### src/logic/sgc_pkg.sv
`default_nettype none

// ==========================================================================
// Shared constants and carriers for the switch global control block
package sgc_pkg;

  // ========================================================================
  // Register map
  localparam int              SGC_ADDR_W      = 12;
  localparam logic [11:0]     SGC_CTRL_OFS    = 12'h000;
  localparam logic [31:0]     SGC_CTRL_RESET  = 32'h0000_0000;

  // ========================================================================
  // Field positions inside the control word
  localparam int              SGC_HOLD_BIT    = 2;
  localparam int              SGC_UNLOCK_BIT  = 3;
  localparam int              SGC_BUDGET_BIT  = 4;
  localparam int              SGC_CHK_LO      = 9;
  localparam int              SGC_CHK_HI      = 10;

  // ========================================================================
  // Field reset values (hold bit is replaced by the strap)
  localparam logic            SGC_HOLD_RST    = 1'b0;
  localparam logic            SGC_UNLOCK_RST  = 1'b0;
  localparam logic            SGC_BUDGET_RST  = 1'b0;
  localparam logic [1:0]      SGC_CHK_RST     = 2'h0;

  // ========================================================================
  // Device number check encodings
  localparam logic [1:0]      SGC_CHK_ALL     = 2'h0;
  localparam logic [1:0]      SGC_CHK_CFG     = 2'h1;
  localparam logic [1:0]      SGC_CHK_NONE    = 2'h2;

  // ========================================================================
  // Timing: cycles for the strap to cross its two synchroniser stages
  localparam logic [1:0]      SGC_STRAP_SETTLE = 2'h2;

  // ========================================================================
  // Fundamental reset sequence, Gray coded along its path
  typedef enum logic [1:0] {
    SGC_SEQ_STRAP = 2'b00,
    SGC_SEQ_LOAD  = 2'b01,
    SGC_SEQ_HOLD  = 2'b11,
    SGC_SEQ_RUN   = 2'b10
  } sgc_seq_t;

  // ========================================================================
  // Carriers
  typedef struct packed {
    logic        req;
    logic        wr;
    logic        smbus;
    logic [11:0] addr;
    logic [3:0]  be;
    logic [31:0] wdata;
  } sgc_req_t;

  typedef struct packed {
    logic        ack;
    logic [31:0] rdata;
  } sgc_rsp_t;

  typedef struct packed {
    logic       hold;
    logic       unlock;
    logic       budget_open;
    logic [1:0] chk;
  } sgc_ctrl_t;

  typedef struct packed {
    logic       valid;
    logic       id_routed;
    logic       cfg_req;
    logic       ds_bus_hit;
    logic [4:0] dev_num;
  } sgc_pkt_t;

endpackage

`default_nettype wire

### src/logic/sgc_devnum_check.sv
`default_nettype none

// ==========================================================================
// Per downstream port device number filter
module sgc_devnum_check
  import sgc_pkg::*;
(
  input  wire logic       clock,    // Switch clock
  input  wire logic       rstn,     // Async reset, active low
  input  wire logic [1:0] chk_mode, // Check field setting
  input  wire sgc_pkt_t   pkt,      // Packet header summary
  output var  logic       deliver,  // Packet passed, one cycle
  output var  logic       block     // Packet inhibited, one cycle
);

  typedef struct packed {
    logic deliver;
    logic block;
  } sgc_chk_state_t;

  sgc_chk_state_t q;
  sgc_chk_state_t d;

  // ========================================================================
  // Decision per packet, registered so outputs come from flops
  always_comb
  begin
    logic viol;
    viol      = pkt.id_routed && pkt.ds_bus_hit && (pkt.dev_num != 5'h00);
    d         = '0;
    if (pkt.valid)
    begin
      unique case (chk_mode)
        SGC_CHK_ALL:  d.block = viol;
        SGC_CHK_CFG:  d.block = viol && pkt.cfg_req;
        SGC_CHK_NONE: d.block = 1'b0;
        // Reserved code: behave as no checking, software must avoid it
        default:      d.block = 1'b0;
      endcase
      d.deliver = !d.block;
    end
  end

  always_ff @(posedge clock or negedge rstn)
  begin
    if (!rstn)
      q <= '0;
    else
      q <= d;
  end

  assign deliver = q.deliver;
  assign block   = q.block;

endmodule

`default_nettype wire

### src/logic/sgc_global_ctrl.sv
`default_nettype none


// ==========================================================================
// Switch global control register and fundamental reset sequencing
module sgc_global_ctrl
  import sgc_pkg::*;
#(
  parameter int NUM_DS = 4                       // Downstream ports filtered
)
(
  input  wire logic            clock,             // Switch clock, 200 MHz
  input  wire logic            rstn,              // Fundamental reset, active low
  input  wire logic            boot_hold_in_reset,// Boot strap pin for hold
  input  wire logic            loader_done,       // Serial config loader finished
  input  wire logic            sw_reset,          // Software reset pulse
  input  wire sgc_req_t        reg_req,           // Register request
  output var  sgc_rsp_t        reg_rsp,           // Register answer
  output var  logic            quasi_reset,       // Held logic kept in reset
  output var  logic            write_lock_release,// Lockable fields open
  output var  logic            budget_value_write_open, // Budget regs open
  output var  logic [1:0]      device_number_check_field, // Check mode
  input  wire sgc_pkt_t [NUM_DS-1:0] pkt_in,      // Per-port packet summary
  output var  logic [NUM_DS-1:0] pkt_deliver,     // Per-port deliver pulse
  output var  logic [NUM_DS-1:0] pkt_block        // Per-port block pulse
);

  // ========================================================================
  // State
  typedef struct packed {
    logic       strap_meta;   // First synchroniser stage
    logic       strap_sync;   // Second synchroniser stage
    logic [1:0] settle;       // Cycles since reset release
    sgc_seq_t   seq;          // Fundamental reset sequence
    sgc_ctrl_t  ctrl;         // Control fields
    logic       quasi;        // Registered quasi-reset level
    sgc_rsp_t   rsp;          // Registered answer
  } sgc_state_t;

  sgc_state_t q;
  sgc_state_t d;

  // ========================================================================
  // Read-back image; reserved bits stay zero
  function automatic logic [31:0] ctrl_word(input sgc_ctrl_t c);
    logic [31:0] w;
    w                          = SGC_CTRL_RESET;
    w[SGC_HOLD_BIT]            = c.hold;
    w[SGC_UNLOCK_BIT]          = c.unlock;
    w[SGC_BUDGET_BIT]          = c.budget_open;
    w[SGC_CHK_HI:SGC_CHK_LO]   = c.chk;
    return w;
  endfunction

  // ========================================================================
  // Next state
  always_comb
  begin
    logic hit;
    logic accept;
    hit    = (reg_req.addr == SGC_CTRL_OFS);
    accept = 1'b0;
    d      = q;

    // Strap crosses two flops before anything reads it
    d.strap_meta = boot_hold_in_reset;
    d.strap_sync = q.strap_meta;

    // Answer is a one-cycle pulse
    d.rsp.ack   = 1'b0;
    d.rsp.rdata = 32'h0000_0000;

    // ----------------------------------------------------------------------
    // Fundamental reset sequence
    unique case (q.seq)
      SGC_SEQ_STRAP:
      begin
        // Wait until the synchroniser holds the real strap level
        if (q.settle == SGC_STRAP_SETTLE)
        begin
          d.ctrl.hold   = q.strap_sync;
          d.ctrl.unlock = 1'b1;
          d.seq         = SGC_SEQ_LOAD;
        end
        else
        begin
          d.settle = q.settle + 2'h1;
        end
      end
      SGC_SEQ_LOAD:
      begin
        // Loader writes lockable fields while unlock is set
        if (loader_done)
          d.seq = SGC_SEQ_HOLD;
      end
      SGC_SEQ_HOLD:
      begin
        // Management master may still preload before release
        if (!q.ctrl.hold)
          d.seq = SGC_SEQ_RUN;
      end
      SGC_SEQ_RUN:
      begin
        d.seq = SGC_SEQ_RUN;
      end
    endcase

    // ----------------------------------------------------------------------
    // Register access
    if (reg_req.req)
    begin
      d.rsp.ack = 1'b1;
      // In quasi-reset only the management port may write; the strap
      // window is closed to all writers so the strap load is not lost
      accept = (q.seq != SGC_SEQ_STRAP) && (!q.quasi || reg_req.smbus);
      if (!reg_req.wr)
      begin
        if (hit)
          d.rsp.rdata = ctrl_word(q.ctrl);
      end
      else if (accept && hit)
      begin
        if (reg_req.be[0])
        begin
          // Hold bit is frozen once the switch has left reset
          if (q.seq != SGC_SEQ_RUN)
            d.ctrl.hold = reg_req.wdata[SGC_HOLD_BIT];
          d.ctrl.unlock = reg_req.wdata[SGC_UNLOCK_BIT];
          // Budget open bit is itself lockable
          if (q.ctrl.unlock)
            d.ctrl.budget_open = reg_req.wdata[SGC_BUDGET_BIT];
        end
        if (reg_req.be[1])
          d.ctrl.chk = reg_req.wdata[SGC_CHK_HI:SGC_CHK_LO];
      end
    end

    // Software reset drops a pending answer but keeps sticky fields
    if (sw_reset)
      d.rsp = '0;

    // Everything except the management path held until running
    d.quasi = d.ctrl.hold || (d.seq != SGC_SEQ_RUN);
  end

  // ========================================================================
  // State register; fields come out of reset at their documented values
  always_ff @(posedge clock or negedge rstn)
  begin
    if (!rstn)
    begin
      q                  <= '0;
      q.seq              <= SGC_SEQ_STRAP;
      q.ctrl.hold        <= SGC_HOLD_RST;
      q.ctrl.unlock      <= SGC_UNLOCK_RST;
      q.ctrl.budget_open <= SGC_BUDGET_RST;
      q.ctrl.chk         <= SGC_CHK_RST;
      q.quasi            <= 1'b1;
    end
    else
    begin
      q <= d;
    end
  end

  // ========================================================================
  // Outputs
  assign reg_rsp                   = q.rsp;
  assign quasi_reset               = q.quasi;
  assign write_lock_release        = q.ctrl.unlock;
  assign budget_value_write_open   = q.ctrl.budget_open;
  assign device_number_check_field = q.ctrl.chk;

  // ========================================================================
  // Downstream device number filters, one per port
  generate
    for (genvar i = 0; i < NUM_DS; i++)
    begin : g_ds
      sgc_pkt_t pkt_live;

      // Held ports see no packets, so no verdict leaves during quasi-reset
      always_comb
      begin
        pkt_live       = pkt_in[i];
        pkt_live.valid = pkt_in[i].valid && !q.quasi;
      end

      sgc_devnum_check u_chk (
        .clock    (clock),
        .rstn     (rstn),
        .chk_mode (q.ctrl.chk),
        .pkt      (pkt_live),
        .deliver  (pkt_deliver[i]),
        .block    (pkt_block[i])
      );
    end
  endgenerate

endmodule

`default_nettype wire

### config.mk
export PLATFORM = sky130hd
export DESIGN_NAME = sgc_global_ctrl
export DESIGN_NICKNAME = d
export VERILOG_FILES = /design/src/logic/sgc_pkg.sv /design/src/logic/sgc_devnum_check.sv /design/src/logic/sgc_global_ctrl.sv
export SDC_FILE = /design/constraint.sdc
export NUM_CORES = 1
export LEC_CHECK = 0
export ABC_AREA = 1
export BUFFER_PORTS_ARGS = -buffer_cell sky130_fd_sc_hd__buf_2
export CORE_ASPECT_RATIO = 1.5
export CORE_MARGIN = 2
export CORE_UTILIZATION = 34
export CTS_CLUSTER_SIZE = 20
export DETAILED_ROUTE_END_ITERATION = 7
export GPL_TIMING_DRIVEN = 1
export PLACE_DENSITY = 0.75
export SYNTH_ARGS = -nofsm -noshare
export SYNTH_HDL_FRONTEND = slang
export SYNTH_HIERARCHICAL = 1
export SYNTH_SLANG_ARGS = --single-unit
### constraint.sdc
create_clock -name clock -period 1 [get_ports clock]
set_input_delay 0.15 -clock clock [delete_from_list [all_inputs] [get_ports clock]]
set_output_delay 0.15 -clock clock [all_outputs]
set_load 0.05 [all_outputs]
==> results.txt, run 1 <==
Dividing the detail-routed wire length by the instance count gives approximately 10 um. The most critical setup path has its startpoint at quasi_reset$_DFF_PN1_. The number of placed cells counting well taps is 318. The congestion estimate from routability-driven global placement came to 0.7417.

The initial utilization of the core area, before any placement, comes to 34.79%. The peak supply drop came out at approximately 740 uV. The maximum number of pins on one net before global-route repair is 27. The worst register-to-register path has a depth of 5. The reported leakage power is 1.233 nW. During placement, the flow inserted port buffers numbering 81.

The number of distinct library cells after synthesis is 22. The area fraction in and, or, nand and nor cells after synthesis is a little over a quarter. The most common library cell in the layout ignoring fill and taps is buf_2.

The path length in cells of the critical path came out at 1. CTS built an H-tree with a depth of 1. Summing all placed instances gives a cell area of 1896 um^2. The run finished, with violations left.

In the layout the commonest cells are buf_2, nor2_1, inv_1, conb_1, dfrtp_1. The length of the first detailed-routing pass in iterations is 4. The internal power came out at roughly 2.4 mW. The number of fillers in the final layout came out at approximately 420. The area of the mapped netlist came out at 1554 um^2.

The gate count of the mapped netlist came out at 193. The number of synthesized register bits came out at 26. The portion of total power attributed to combinational logic is 47.2%. For this run, the number of Yosys warnings is 6. CTS placed an instance of clkbuf_8 at the clock tree root. The count of unresolved DRC violations after routing is 0. The worst setup slack after layout came out at -232.1 ps. The internal reg-to-reg setup slack is -160 ps. Among all stages on the critical path, the largest delay is contributed by dfstp_4. The die is roughly 59 um wide. The number of slew-limit violations in the final report is 0. The clock net sink count came out at 26. The synthesized netlist devotes ~4.6% of its cell area to compound gates. TritonCTS built the clock tree. The clock reaches the later pin of the worst-skew pair after 270 ps.

The worst setup path is launched from a register. The count of final setup violators came out at 20. The power per unit of standard cell area is 1774 nW/um^2. After Yosys synthesis, full adders, half adders and majority gates account for less than 1% of the synthesized area. The total overflow reported by the global router came out at 0. The maximum clock rate came out at just over 800 MHz.

The vias per cell came out at between 4 and 5. The area of the die is between 5000 and 6000 um^2. The final-report hold violation count came out at 0. A synthesized cell averages 8.052 um^2. The worst path uses 123.2% of the clock period. Clock skew on the completed layout was measured at 3.648 ps.

Clock tree synthesis inserted a total of 3 buffers. The standard-cell row count came out at 30. The critical path goes through buf_8. The DRC violation total after the first TritonRoute iteration is 17. Of the total power, the share spent switching nets is 39.37%. The relative area change from synthesis to final layout came out at 42.59%. The data required time at the worst endpoint is 850 ps. Summing all non-filler instances in the final layout gives an area of 2216 um^2. The repair_antennas step left the layout with diodes totalling 0. The kind of end point of the critical path is a primary output. The sum of negative setup slack is -1760 ps.

The multiplexer area fraction after synthesis came out at 0%. The number of standard cells in the final layout excluding fillers came out at 333. Among cell families on the critical path, the largest total delay comes from flip-flops. At the end of the flow, the number of nets in the layout was about 380. The number of antenna-violating nets in the routed design is 0.

The fraction of synthesized cell area in xor and xnor cells is less than 1%. The initial antenna violation count came to 0. The sequential element share of the synthesized area came out at between 40% and 50%. The wire length of the first global-routing pass is 5037 um. The number of buffers and inverters on the critical path came out at 1.

The total I/O pin count is 138. The total number of vias is ~1400. The HPWL after detailed placement is 2505 um. The critical register-to-register path startpoint is quasi_reset$_DFF_PN1_.

The proportion of power drawn by flip-flops and latches is 35.4%. The number of global-route vias before repair came to 1315. The core footprint came out at 4467 um^2. Setup repair after global routing could not meet its margin everywhere. The number of buffers between clock root and the deepest sink came out at 2. The share of final-layout standard cells stronger than drive strength 1 came out at 45.61%. The clock-pin slew on the worst setup and hold paths is 90 ps. In this run the worst setup path terminates at quasi_reset. By area, the combinational part of the netlist is dominated by simple AND/OR/NAND/NOR gates. The setup path with the least slack is of type register to primary output. The max-capacitance violation count came out at 0. For the finished layout, the period the worst path requires is 1232 ps. The largest fanout on the critical path is 3. The tightest min-delay check is of the primary input to register type. In this run the critical register-to-register path is captured at device_number_check_field[0]$_DFFE_PN0P_. The net switching power came out at about 1.5 mW. For this run, the slowest stage of the critical path takes approximately 660 ps.

Global routing used 12.75% of the available tracks across all layers. In this run the vertical extent of the chip is ~87 um. The data arrival time of the critical path is 1080 ps.

The design draws 3.932 mW. The final reports fail on negative setup slack. The clock share of power is 17.4%. The total wire length is 3320 um.
cells in the mapped netlist:
| cell type | number | area (um^2) |
|---|---|---|
| and2_2 | 1 | 7.510 |
| dfstp_2 | 1 | 26.28 |
| inv_1 | 32 | 120.1 |
| nor2_1 | 36 | 135.1 |
| a21oi_4 | 1 | 16.27 |
| o21ai_0 | 4 | 20.02 |
| nand4_1 | 3 | 18.77 |
| nand2_1 | 19 | 71.32 |
| nor3b_1 | 1 | 7.510 |
| nand3_1 | 7 | 35.03 |
| a21oi_1 | 6 | 30.03 |
| xor2_1 | 1 | 8.760 |
| dfrtp_1 | 25 | 625.6 |
| conb_1 | 1 | 3.750 |
| nand3_4 | 1 | 17.52 |
| nor3_1 | 5 | 25.02 |
| o21ai_1 | 1 | 5.000 |
| buf_4 | 35 | 262.8 |
| nor2_2 | 5 | 31.28 |
| nor2_4 | 3 | 33.78 |
| nand3_2 | 4 | 40.04 |
| ha_1 | 1 | 12.51 |
cell type report:
type                            count  area, um^2  area share (%)
Multi-Input combinational cell    126       674.4           30.43
Sequential cell                    26       658.1           29.70
Timing Repair Buffer               97       645.6           29.14
Inverter                           32       122.6           5.534
Tap cell                           48       60.06           2.710
Clock buffer                        4       55.05           2.484
worst min path at each step:
stage | from | end | slack, ps | depth (start not counted)
finish | sw_reset | reg_rsp[32]$_DFF_PN0_ | 30 | 2
global route | sw_reset | reg_rsp[32]$_DFF_PN0_ | 30 | 2
CTS | sw_reset | reg_rsp[32]$_DFF_PN0_ | 30 | 2
detailed placement | rstn | g_ds[0].u_chk/block$_DFF_PN0_ | 170 | 2
global placement | rstn | g_ds[0].u_chk/block$_DFF_PN0_ | 160 | 2
floorplan | rstn | budget_value_write_open$_DFFE_PN0P_ | -150 | 0
timing repair:
action,CTS,global route
setup buffers,6,4
endpoints found under the hold margin,26,0
endpoints found under the setup margin,29,30
resized for setup,32,29
hold buffers,2,0
pin swaps,5,6
kinds of logic (layout without fill, tap and decap cells):
group	Yosys count	after routing
AO/OA/AOI/OAI	12	12
XOR/XNOR	1	1
adder cells (fa/ha/maj)	1	1
buffers and inverters	67	133
flip-flops	26	26
other	1	27
AND/OR/NAND/NOR	85	85
power groups by stage:
stage	clock (mW)	combinational [mW]	sequential (mW)
after global placement	0	1.31	1.39
after CTS	0.698	1.58	1.37
after detailed placement	0	1.33	1.40
final	0.685	1.85	1.39
after global routing	0.738	1.99	1.41
after floorplan	0	0.777	1.59
sequential cells by signal, summed over array words and instances, names as in the netlist:
signal                     count
d                              1
reg_rsp                        6
device_number_check_field      2
budget_value_write_open        1
g_ds.u_chk/block               4
q                              6
g_ds.u_chk/deliver             4
write_lock_release             1
quasi_reset                    1
layer usage:
layer	GRT usage, %	wire length (um)	vias up
li1	-	-	707
met1	11.18	1158	609
met2	26.17	1819	82
met3	1.791	272	5
met4	5.992	70	0
met5	0	0	-
through the flow:
| stage | setup slack, ps | utilization [%] | hold WS, ps |
|---|---|---|---|
| 6_report | -232.1 | 49.61 | 30.21 |
| 5_1_grt | -258.6 | 49.61 | 28.16 |
| 4_1_cts | -240.4 | 47.11 | 27.98 |
| 3_5_place_dp | -172.2 | 42.44 | 167.6 |
| 3_3_place_gp | -143.9 | 42.44 | 161.0 |
| 2_1_floorplan | -162.6 | - | -145.6 |
(Power assumes the default switching activity.)
==> run 2: changes to the inputs <==
Settings changed: RECOVER_POWER set to 50.
==> run 2 against run 1 <==
Compared with the run above:
- the flow still finishes with violations (negative setup slack)
- clock power is essentially flat
- via count is essentially flat
- sequential power is essentially flat
==> results.txt, run 2 (synthesized netlist as in run 1, its figures left out) <==
The run finished, with violations left. The final reports fail on negative setup slack. The final RePlAce weighted congestion came out at 0.7417 (unchanged).

The largest fanout on the critical path came out at 3 (unchanged). The relative area change from synthesis to final layout came to 42.51% (about the same). The number of nets in the final layout is 379 (unchanged). The number of standard cells in the final layout excluding fillers is 333 (unchanged).

The floorplan die width is 59.20 um (unchanged). The total I/O pin count came out at 138 (unchanged). The core footprint is 4467 um^2 (unchanged).

The core utilization of the finished layout is 49.58% (about the same). The count of unresolved DRC violations after routing came to 0 (unchanged). The share of final-layout standard cells stronger than drive strength 1 was 45.26% (-0.35 points). Tracing the worst setup path back leads to its startpoint at quasi_reset$_DFF_PN1_. The maximum cell stage delay along the critical path came out at 660 ps (about the same).

The power per unit of standard cell area came out at 1775 nW/um^2 (about the same). The standard-cell row count is 30 (unchanged). The clock period minus final worst setup slack came to 1232 ps (unchanged). The worst setup path is captured at a primary output. The number of fillers in the final layout is 418 (-0.24%).

The number of port buffers is 81 (unchanged). The clock-pin slew on the worst setup and hold paths came out at 90 ps (about the same). TritonCTS built the clock tree. The combined area of the multi-input logic cells is 674.4 um^2 (unchanged).

The peak supply drop is 742.6 uV (about the same). The setup slack at placement is -172.2 ps (unchanged). The deepest level of the CTS H-tree came out at 1 (unchanged).

The number of buffers between clock root and the deepest sink is 2 (unchanged). The worst-case clock skew is 3.560 ps (-0.08773 ps). The storage element area is 658.1 um^2 (unchanged). Walking the worst path, the cells encountered are buf_8.

The max-capacitance violation count came out at 0 (unchanged). The worst hold path class is primary input to register. The number of global-route vias before repair is 1315 (unchanged).

Leaving out fill and tap cells, the most frequent cell in the layout is buf_2. The vias per cell is 4.210 (about the same). The DRC violation total after the first TritonRoute iteration came to 17 (unchanged).

The total overflow reported by the global router is 0 (unchanged). The area of the die is 5139 um^2 (unchanged). The wire length of the first global-routing pass is 5037 um (unchanged). The number of placed cells counting well taps was 318 (unchanged). The total wire length is 3318 um (about the same). The slowest stage of the critical path belongs to the cell dfstp_4. The reported leakage power is 1.230 nW (-0.24%).

The count of final setup violators is 20 (unchanged). The number of antenna repair diodes came out at 0 (unchanged). The data required time at the worst endpoint is 850 ps (about the same). The initial antenna violation count is 0 (unchanged). The starting utilization of the core area came out at 34.79% (unchanged). The total number of vias is 1402 (-0.071%). The length of the first detailed-routing pass in iterations is 4 (unchanged). The sum of negative setup slack came out at -1761 ps (-0.3700 ps). The global router's overall resource usage is 12.75% (unchanged). CTS placed an instance of clkbuf_8 at the clock tree root. The final-report hold violation count came out at 0 (unchanged). The part of the cycle the worst path needs was 123.2% (unchanged).

The cell family contributing the most delay on the critical path is flip-flops. The type of element launching the critical path is a register. The vertical extent of the die came out at 86.80 um (unchanged). Setup repair after global routing could not meet its margin everywhere. The number of antenna-violating nets in the routed design came out at 0 (unchanged). The per-cell routed wire length came to 9.964 um (about the same). The maximum number of pins on one net before global-route repair is 27 (unchanged). The number of slew-limit violations in the final report came to 0 (unchanged). The total power after layout is 3.930 mW (about the same). The final HPWL from detailed placement is 2505 um (unchanged). The maximum clock rate came out at 811.6 MHz (unchanged). The kind of critical path is register to primary output. The number of buffers and inverters on the critical path came out at 1 (unchanged).

The worst hold path begins at sw_reset. The clock net sink count is 26 (unchanged). The worst setup slack after layout is -232.1 ps (unchanged).

The data arrival time of the critical path is 1080 ps (about the same). The total CTS buffers is 3 (unchanged). Leaving out fill and tap cells, the most frequent cells in the layout are buf_2, nor2_1, inv_1, conb_1, dfrtp_1. The clock insertion delay at the later pin of the skew report is 270 ps (about the same). The critical register-to-register path startpoint is quasi_reset$_DFF_PN1_.
[run 2: changes by cell type in the layout (fill, tap and decap cells not counted), sizes merged]
cell    delta
clkbuf     +2
buf        -2
[run 2: power by group]
group	switching, mW	internal, mW
registers	0.145	1.25
logic	1.07	0.784
clock network	0.332	0.352
[run 2: layer usage]
metal	vias to the layer above	wire (um)	global-route usage, %
li1	707	-	-
met1	608	1152	11.18
met2	82	1821	26.17
met3	5	274	1.791
met4	0	70	5.992
met5	-	0	0
[run 2: path summary, 6_finish.rpt]
check	end	slack [ps]	cells past startpoint
min in group asynchronous	g_ds[0].u_chk/block$_DFF_PN0_	420	3
hold / removal	reg_rsp[32]$_DFF_PN0_	30	2
setup reg to reg	device_number_check_field[0]$_DFFE_PN0P_	-160	5
setup / recovery	quasi_reset	-230	1
max in group asynchronous	quasi_reset$_DFF_PN1_	260	3
hold reg to reg	q[43]$_DFF_PN0_	360	0
[run 2: stage by stage]
stage	hold slack, ps	cell area (um^2)
finish	31.20	2215
detailed placement	167.6	1896
global placement	161.0	1896
floorplan	-145.6	1655
global route	28.80	2215
CTS	27.98	2105
[run 2: area by class of cell]
type	instances	share of cell area, %
multi-input combinational	126	30.45
inverter	32	5.537
timing repair buffer	97	29.10
sequential	26	29.72
clock buffer	4	2.486
tap	48	2.712
[run 2: timing repair]
item,4_1_cts,5_1_grt
endpoints found under the hold margin,26,0
setup endpoints to repair,29,30
setup buffers,6,4
pin swaps,5,6
gates resized for setup,32,29
hold buffers,2,0
